===== config.mk =====
export PLATFORM = sky130hd
export DESIGN_NAME = icd_slave
export DESIGN_NICKNAME = d
export VERILOG_FILES = /design/src/core/icd_sync.v /design/src/core/icd_slave.v
export VERILOG_INCLUDE_DIRS = /design/src /design/src/core
export SDC_FILE = /design/constraint.sdc
export NUM_CORES = 1
export LEC_CHECK = 0
export BUFFER_PORTS_ARGS = -buffer_cell sky130_fd_sc_hd__buf_2
export CAP_MARGIN = 20
export CORE_ASPECT_RATIO = 1.1
export CORE_MARGIN = 2
export CORE_UTILIZATION = 45
export CTS_BUF_LIST = sky130_fd_sc_hd__clkbuf_16
export DETAILED_ROUTE_END_ITERATION = 7
export SLEW_MARGIN = 15
export SYNTH_ARGS = -nofsm -noshare
export SYNTH_HDL_FRONTEND = slang
export SYNTH_HIERARCHICAL = 1
export SYNTH_SLANG_ARGS = --single-unit

===== constraint.sdc =====
create_clock -name i_clock -period 8.09 [get_ports i_clock]
set_clock_uncertainty 0.15 [all_clocks]
set_input_delay 0.4045 -clock i_clock [delete_from_list [all_inputs] [get_ports i_clock]]
set_output_delay 0.4045 -clock i_clock [all_outputs]
set_load 0.01 [all_outputs]

===== src/core/icd_map.vh =====
`ifndef ICD_MAP_VH
`define ICD_MAP_VH
`define ICD_DEV_ADDR 7'h48
`define ICD_MEM_ZERO 8'hF8
`define ICD_MEM_ONE 8'hF9
`define ICD_SIGN_BIT 7
`define ICD_MAG_MSB 3
`define ICD_REG_RESET 8'h00
`define ICD_BITS_PER_BYTE 4'h8
`endif


===== src/core/icd_sync.v =====
`timescale 1ns/1ns
// Two-flop synchroniser per bit
module icd_sync #(
   parameter WIDTH = 2
) (
   input wire i_clock,
   input wire i_reset,
   input wire [WIDTH-1:0] i_async,
   output wire [WIDTH-1:0] o_sync
);
   reg [WIDTH-1:0] meta_q;
   reg [WIDTH-1:0] sync_q;
   genvar g;
   generate
      for (g = 0; g < WIDTH; g = g + 1) begin : g_bit
         always @(posedge i_clock or posedge i_reset) begin
            if (i_reset) begin
               meta_q[g] <= 1'b1;
               sync_q[g] <= 1'b1;
            end else begin
               meta_q[g] <= i_async[g];
               sync_q[g] <= meta_q[g];
            end
         end
      end
   endgenerate
   assign o_sync = sync_q;
endmodule // icd_sync


===== src/core/icd_slave.v =====
// Overview of operation
// - Each byte is followed by a ninth acknowledge slot.
// - Receiver pulls data low in ninth slot to acknowledge.
// - Receiver leaves data high in ninth slot to not-acknowledge.
// - Acknowledge bit changes while clock low, sampled on rising edge.
// - Not-acknowledge ends a read or refuses data.
// - Write bytes arrive MSB first; slave returns one acknowledge.
// - Read bytes leave MSB first; master acks to continue.
// - After master nack on read, slave releases data line.
// - First byte after start is seven-bit address plus direction.
// - Respond to 90h as write, 91h as read.
// - Address mismatch: stay off bus until next start.
// - Second write byte selects the target register.
// - F8 selects output zero control, F9 output one control.
// - Top bit sign, low four bits magnitude; zero means off.
// - Both control registers reset to zero.
// - Capture on clock rise, change output after clock fall.
`timescale 1ns/1ns
`include "icd_map.vh"
module icd_slave (
   input wire i_clock,
   input wire i_reset,
   input wire i_scl,
   input wire i_sda,
   output reg o_sda_out,
   output reg o_sda_oe,
   output reg o_current_output_zero_source,
   output reg [3:0] o_current_output_zero_magnitude,
   output reg o_current_output_one_source,
   output reg [3:0] o_current_output_one_magnitude,
   output reg o_busy
);
   localparam ST_IDLE = 3'h0;
   localparam ST_ADDR = 3'h1;
   localparam ST_MEM = 3'h2;
   localparam ST_DATA = 3'h3;
   localparam ST_READ = 3'h4;
   localparam ST_IGNORE = 3'h5;

   wire [1:0] sync_w;
   wire scl_s;
   wire sda_s;
   reg scl_q;
   reg sda_q;
   reg [2:0] state_q;
   reg [3:0] bit_q;
   reg [7:0] shift_q;
   reg ack_q;
   reg [7:0] mem_q;
   reg [7:0] reg0_q;
   reg [7:0] reg1_q;
   reg [7:0] tx_q;
   reg drive_q;
   reg nack_q;
   reg hit_zero;
   reg hit_one;

   icd_sync #(.WIDTH(2)) u_sync (
      .i_clock(i_clock),
      .i_reset(i_reset),
      .i_async({i_scl, i_sda}),
      .o_sync(sync_w)
   );
   assign scl_s = sync_w[1];
   assign sda_s = sync_w[0];

   // Decode of the stored memory address
   always @* begin
      hit_zero = 1'b0;
      hit_one = 1'b0;
      case (mem_q)
         `ICD_MEM_ZERO: begin
            hit_zero = 1'b1;
         end
         `ICD_MEM_ONE: begin
            hit_one = 1'b1;
         end
         default: begin
            hit_zero = 1'b0;
         end
      endcase
   end

   wire scl_rise = scl_s & ~scl_q;
   wire scl_fall = ~scl_s & scl_q;
   wire start_w = scl_s & scl_q & sda_q & ~sda_s;
   wire stop_w = scl_s & scl_q & ~sda_q & sda_s;
   wire [7:0] byte_w = {shift_q[6:0], sda_s};
   wire [7:0] sel_w = hit_one ? reg1_q : reg0_q;
   wire addr_hit_w = (shift_q[7:1] == `ICD_DEV_ADDR);
   // Read bits leave MSB first
   wire [2:0] tx_idx_w = 3'h7 - bit_q[2:0];


   always @(posedge i_clock or posedge i_reset) begin
      if (i_reset) begin
         scl_q <= 1'b1;
         sda_q <= 1'b1;
         state_q <= ST_IDLE;
         bit_q <= 4'h0;
         shift_q <= 8'h00;
         ack_q <= 1'b0;
         mem_q <= `ICD_MEM_ZERO;
         reg0_q <= `ICD_REG_RESET;
         reg1_q <= `ICD_REG_RESET;
         tx_q <= 8'h00;
         drive_q <= 1'b0;
         nack_q <= 1'b0;
      end else begin
         scl_q <= scl_s;
         sda_q <= sda_s;
         if (start_w) begin
            state_q <= ST_ADDR;
            bit_q <= 4'h0;
            ack_q <= 1'b0;
            drive_q <= 1'b0;
         end else if (stop_w) begin
            state_q <= ST_IDLE;
            drive_q <= 1'b0;
         end else if (scl_rise) begin
            if (ack_q) begin
               // Ninth slot sampled
               if (state_q == ST_READ) begin
                  nack_q <= sda_s;
                  tx_q <= sel_w;
               end
            end else if (state_q != ST_IDLE && state_q != ST_IGNORE) begin
               shift_q <= byte_w;
               bit_q <= bit_q + 4'h1;
            end
         end else if (scl_fall) begin
            if (ack_q) begin
               ack_q <= 1'b0;
               bit_q <= 4'h0;
               drive_q <= 1'b0;
               if (state_q == ST_READ) begin
                  if (nack_q) begin
                     state_q <= ST_IGNORE;
                  end else begin
                     drive_q <= 1'b1;
                  end
               end
            end else if (bit_q == `ICD_BITS_PER_BYTE) begin
               ack_q <= 1'b1;
               case (state_q)
                  ST_ADDR: begin
                     if (addr_hit_w) begin
                        drive_q <= 1'b1;
                        if (shift_q[0]) begin
                           state_q <= ST_READ;
                           tx_q <= sel_w;
                        end else begin
                           state_q <= ST_MEM;
                        end
                     end else begin
                        state_q <= ST_IGNORE;
                     end
                  end
                  ST_MEM: begin
                     mem_q <= shift_q;
                     drive_q <= 1'b1;
                     state_q <= ST_DATA;
                  end
                  ST_DATA: begin
                     if (hit_zero) begin
                        reg0_q <= shift_q;
                     end
                     if (hit_one) begin
                        reg1_q <= shift_q;
                     end
                     drive_q <= 1'b1;
                  end
                  ST_READ: begin
                     drive_q <= 1'b0;
                  end
                  default: begin
                     drive_q <= 1'b0;
                  end
               endcase
            end else if (state_q == ST_READ) begin
               drive_q <= ~tx_q[tx_idx_w];
            end
         end
         // Read path: first data bit driven on the falling edge ending ack
         if (scl_fall && ack_q && state_q == ST_READ && !nack_q) begin
            drive_q <= ~sel_w[`ICD_SIGN_BIT];
            tx_q <= sel_w;
         end
      end
   end

   // Output flops, one clock behind the internal state
   always @(posedge i_clock or posedge i_reset) begin
      if (i_reset) begin
         o_sda_out <= 1'b0;
         o_sda_oe <= 1'b0;
         o_current_output_zero_source <= 1'b0;
         o_current_output_zero_magnitude <= 4'h0;
         o_current_output_one_source <= 1'b0;
         o_current_output_one_magnitude <= 4'h0;
         o_busy <= 1'b0;
      end else begin
         o_sda_out <= 1'b0;
         o_sda_oe <= drive_q;
         o_current_output_zero_source <= reg0_q[`ICD_SIGN_BIT];
         o_current_output_zero_magnitude <= reg0_q[`ICD_MAG_MSB:0];
         o_current_output_one_source <= reg1_q[`ICD_SIGN_BIT];
         o_current_output_one_magnitude <= reg1_q[`ICD_MAG_MSB:0];
         o_busy <= (state_q != ST_IDLE) && (state_q != ST_IGNORE);
      end
   end
endmodule // icd_slave


== After elaboration in Yosys (flattened, before gate mapping) ==
Cells that the tools add are included.
Storage, ports and cells
  flip-flop bits (word level): 68
  input port bits: 4
  output and inout port bits: 13
  word-level logic and storage cells: 148
Operators by class
  add/subtract/negate cells: 2
  magnitude comparators: 1
  equal/unequal tests: 27
  muxes and demuxes: 53
  bitwise operators: 17
  reductions and logical operators: 26
Operators by type and width (count)
  2-to-1 mux 8 bit: 13
  2-to-1 mux 3 bit: 10
  2-to-1 mux 4 bit: 7
  2-to-1 mux 1 bit: 20
  equality test 8 bit (second input constant): 2
  AND reduction 8 bit: 2
  AND reduction 5 bit: 3
  nonzero test 3 bit: 5
  != test 3 x 1 -> 1 bit (second input constant): 4
  != test 4 x 1 -> 1 bit (second input constant): 3
  != test 4 x 2 -> 1 bit (second input constant): 3
  inverter 1 bit: 10
  AND reduction 10 bit: 1
  nonzero test 4 bit: 2
  bitwise AND 1 bit: 7
  equality test 7 bit (second input constant): 1
  != test 7 bit (second input constant): 1
  AND reduction 7 bit: 1
  equality test 3 x 2 -> 1 bit (second input constant): 2
  != test 2 x 1 -> 1 bit (second input constant): 3
  != test 3 x 2 -> 1 bit (second input constant): 2
  case mux 3 bit (2 select lines): 1
  AND reduction 6 bit: 1
  nonzero test 6 bit: 1
  other kinds (18): 21

== Depth between registers and ports, before layout ==
  word-level depth: 13
  depth in mapped cells: 8
  depth with buffers taken out: 7

== By module ==
Netlist, hierarchy kept.
By module, submodules not included
  icd_slave: instances 1, cells each 221, area an instance 2960.3 um^2, seq. area each 1610.3 um^2
  icd_sync: instances 1, cells each 5, area an instance 108.9 um^2, seq. area each 105.1 um^2

== Worst setup path before layout ==
No wires, ideal clock.
  path type: reg2reg
  from: register scl_q
  to: register reg1_q[0]
  library setup time: 0.125 ns
  data arrival time: 2.291 ns
  required time: 7.815 ns
  setup slack: 5.525 ns
  stages on the path, launching flop included: 8
  buffers on the path: 0
  period minus slack after synthesis: 2.565 ns
  path through: dfstp_2 -> inv_1 -> ha_1 -> nand4bb_4 -> a2111oi_4 -> nand4_2 -> nor3_4 -> mux2_2
On the way
  word-level cells in the longest chain between the ends: 5
  elaborated cells on any way between the ends: 12
  classes of those cells: bitwise (11); reduce/logical (1)
RTL lines
  from (decl): line icd_slave.v:43  | reg scl_q;
  from (signal assigned): line icd_slave.v:110  | scl_q <= scl_s;
  bitwise AND 1 bit: line icd_slave.v:86, icd_slave.v:87
  bitwise AND 1 bit, on equally long branches (2 in a row): line icd_slave.v:87, icd_slave.v:86
  inverter 1 bit (no source line)
  AND reduction 8 bit (no source line) *
  to (signal assigned): line icd_slave.v:105  | reg1_q <= `ICD_REG_RESET;
  to (signal assigned): line icd_slave.v:169  | reg1_q <= shift_q;
  to (decl): line icd_slave.v:51  | reg [7:0] reg1_q;
Mark *: on every way between the ends. The rest lies on a longest branch, timed or not.
A chain may end at the register's enable or synchronous reset.

== Final worst setup path ==
  from: register scl_q
  to: register reg1_q[7]
The elaborated chain is that of the path after synthesis.

==> results.tsv <==
stage	metric	value	unit
status	run status	completed	
clock_network	post-cts gate resize count	0	
grt	GRT overflow	0	
cells_and_area	# diodes	0	
yosys	Synth cell types	49	
yosys	Syn Nets	235	
critical_path	CP required	8.15	ns
sta	Max-slew headroom	47.0	%
grt	Tot GR Track Use	17.1	%
sta	crit share post-route	36.1	%
cells_and_area	share of cells above drive strength 1	40.9	%
drt	met1 WL	2700	µm
sta	Min Clock Period, post-route	2.92	ns
clock_network	CTS Buf Count	9	
pwr	internal cell power	638	µW
critical_path	critical path fanouts, max	12	
drt	post-route antenna net violation count	0	
drt	Top Metal Used	met4	
pwr	Leak Pwr	1.68	nW
placed_design	RePlAce Congestion	0.807	
yosys	gate count of the mapped netlist	226	
pwr	Comb pwr share	7.9	%
critical_path	crit path launch type	flip-flop	
yosys	Warnings, synthesis	6	
clock_network	H-tree depth	3	
worst_hold_path	worst min-delay path category	input pin to asynchronous set/reset pin	
sta	final slew viol count	0	
critical_path	CP arrival	2.98	ns
clock_network	CTS tree	done	
drt	WL final	5510	µm
sta	setup ws final	5.17	ns
pwr	sw frac	25.3	%
yosys	Async S/R FF share, synth	100	%
yosys	Syn Std Cell Area	0.00307	mm²
drt	Initial DRC Count	138	
cells_and_area	synthesis-to-layout area growth	14.9	%
pwr	Clock power frac	45.2	%
cells_and_area	fin nets	256	
sta	FMAX	342	MHz
clock_network	Clock Latency Late Sink	0.33	ns
critical_path	CP Class	flip-flop to flip-flop	
clock_network	CTS sink cnt	68	
cells_and_area	Filler Cell Count	569	
placed_design	detailed placement HPWL	3820	µm
drt	Vias	1834	
sta	RSZ-0062 raised after global routing	false	
grt	first-pass GRT wire length	9340	µm
grt	vias in the first global route	1863	
critical_path	Crit. End Element	flip-flop	
yosys	FF+latch count, synth	68	
cells_and_area	Core Util, Final	53.5	%
clock_network	root buf cell	clkbuf_16	
clock_network	postcts setup bufs	0	
drt	Pre-antenna DRT Iters	4	
sta	Worst Tran Pin Value	0.795	ns
placed_design	worst slack, placed	5.14	ns
pwr	pwr/cell area	242	mW/mm²
floorplan	Die H	90.6	µm
drt	routed length on met2	2520	µm
floorplan	full die area	0.00750	mm²
drt	post-route DRC violation count	0	
pwr	sequential share of power	46.8	%
clock_network	cts hold-fix bufs	0	
floorplan	IO Pins	17	
floorplan	starting density of the core	46.5	%
yosys	syn_area_per_cell	13.6	µm²
pwr	VDD IR-drop max	0.000134	V
pwr	Net Sw Power	216	µW
clock_network	clk slew on worst S/H paths	0.05	ns
floorplan	Rows	31	
yosys	Main synth FF type	dfrtp_1	
sta	Sum Neg Setup Slack	0	ns
drt	met3 routed WL	171	µm
floorplan	Die W	82.7	µm
floorplan	core region area	0.00659	mm²
drt	wire per inst	16.5	µm
sta	final hold vios	0	
run	MaxCap Viol Count	0	
yosys	post-synthesis sequential area ratio	55.9	%
grt	largest net degree at the start of global routing	65	
drt	DR vias/cell	5.49	
yosys	number of synthesized flops with an enable pin	0	
clock_network	CTS max path bufs	2	
placed_design	count of buffers from port buffering	15	
sta	Setup-failing EPs final	0	
grt	initial antenna violation count	0	
[synth_stat cells, types with 3 or more instances]
library cell	instances	area share, %
nand3_1	4	0.65
nor3_1	4	0.65
a21oi_1	4	0.65
nor2_1	5	0.61
o21ai_0	7	1.1
dfstp_2	11	9.4
mux2_2	51	19
nand4_1	5	1.0
mux2i_1	5	1.6
inv_1	12	1.5
ha_1	5	2.0
nand2b_1	3	0.61
dfrtp_1	57	46
nand2_1	9	1.1
clkbuf_1	4	0.49
[worst max-delay path, stage by stage, from the launching register on]
cell and delay, ns:
dfstp_2 0.54, inv_1 0.04, ha_1 0.32, nand4bb_4 0.31, a2111oi_4 0.43, nand4_2 0.22
nor3_4 0.42, mux2_2 0.38
[cells in the final DEF (no fill, tap or decap), types with 3 or more instances in the layout]
cell type and n:
a21oi_1 4, buf_2 15, clkbuf_16 9, clkinv_4 3, dfrtp_1 57, dfstp_2 11
ha_1 5, inv_1 11, mux2_2 51, mux2i_1 5, nand2_1 9, nand2b_1 3
nand3_1 4, nand4_1 5, nor2_1 5, nor3_1 4, o21ai_0 7
[stage by stage]
step	total power [mW]	std cells	instance area, µm²	hold slack [ns]
2_1_floorplan	0.446	226	3070	0.195
3_3_place_gp	0.474	318	3230	0.196
3_5_place_dp	0.474	318	3230	0.198
4_1_cts	0.864	334	3530	0.00612
5_1_grt	0.890	334	3530	0.0159
6_report	0.854	334	3530	0.0171
[kinds of logic (layout without fill, tap and decap cells)]
family | after synthesis | count (layout) | share of synthesized area (%)
AOI/OAI and AO/OA | 28 | 28 | 7.14
xor gates and xnor gates | 2 | 2 | 0.571
adders and majority gates | 5 | 5 | 2.04
buffers and inverters | 18 | 44 | 2.36
DFF | 68 | 68 | 55.9
muxes | 57 | 57 | 21.1
other | 1 | 1 | 0.122
and+or+nand+nor | 47 | 47 | 10.8
[power groups by stage]
stage	Sequential (mW)	Clock, mW	Combinational, mW
5_1_grt	0.405	0.408	0.0763
6_report	0.400	0.386	0.0677
3_5_place_dp	0.406	0	0.0681
4_1_cts	0.401	0.395	0.0687
2_1_floorplan	0.392	0	0.0547
3_3_place_gp	0.406	0	0.0678
[area by class of cell]
class                      count  area [µm²]  share of cell area, %
sequential                    68        1720                   48.6
tap                           82         103                   2.91
clock inverter                 7        75.1                   2.13
inverter                      12        45.0                   1.28
timing repair buffer          16        82.6                   2.34
multi-input combinational    140        1280                   36.3
clock buffer                   9         225                   6.39
[per-layer routing]
metal  GRT usage, %  vias to the layer above
met3           3.60                        8
li1               -                      873
met1           24.3                      918
met5              0                        -
met2           24.3                       35
met4           9.02                        0
[final timing paths]
kind                                             from                         end  slack, ns  cells after the start
max                                   scl_q$_DFF_PP1_       reg1_q[7]$_DFFE_PP0P_       5.17                      7
min                                           i_reset  u_sync/o_sync[1]$_DFF_PP1_       0.02                      2
max reg2reg                           scl_q$_DFF_PP1_       reg1_q[7]$_DFFE_PP0P_       5.17                      7
min reg2reg                u_sync/meta_q[0]$_DFF_PP1_  u_sync/o_sync[0]$_DFF_PP1_       0.21                      0
max in group asynchronous                     i_reset           ack_q$_DFFE_PP0P_       7.11                      3
min in group i_clock                            i_sda  u_sync/meta_q[0]$_DFF_PP1_       0.03                      1
[state kept, by name, summed over array words and instances (netlist names)]
signal and flops:
mem_q 8, reg0_q 8, reg1_q 8, shift_q 8
tx_q 8, bit_q 4, o_current_output_one_magnitude 4, o_current_output_zero_magnitude 4
state_q 3, u_sync/meta_q 2, u_sync/o_sync 2, ack_q 1
drive_q 1, nack_q 1, o_busy 1, o_current_output_one_source 1
o_current_output_zero_source 1, o_sda_oe 1, scl_q 1, sda_q 1
(Power assumes the default switching activity.)
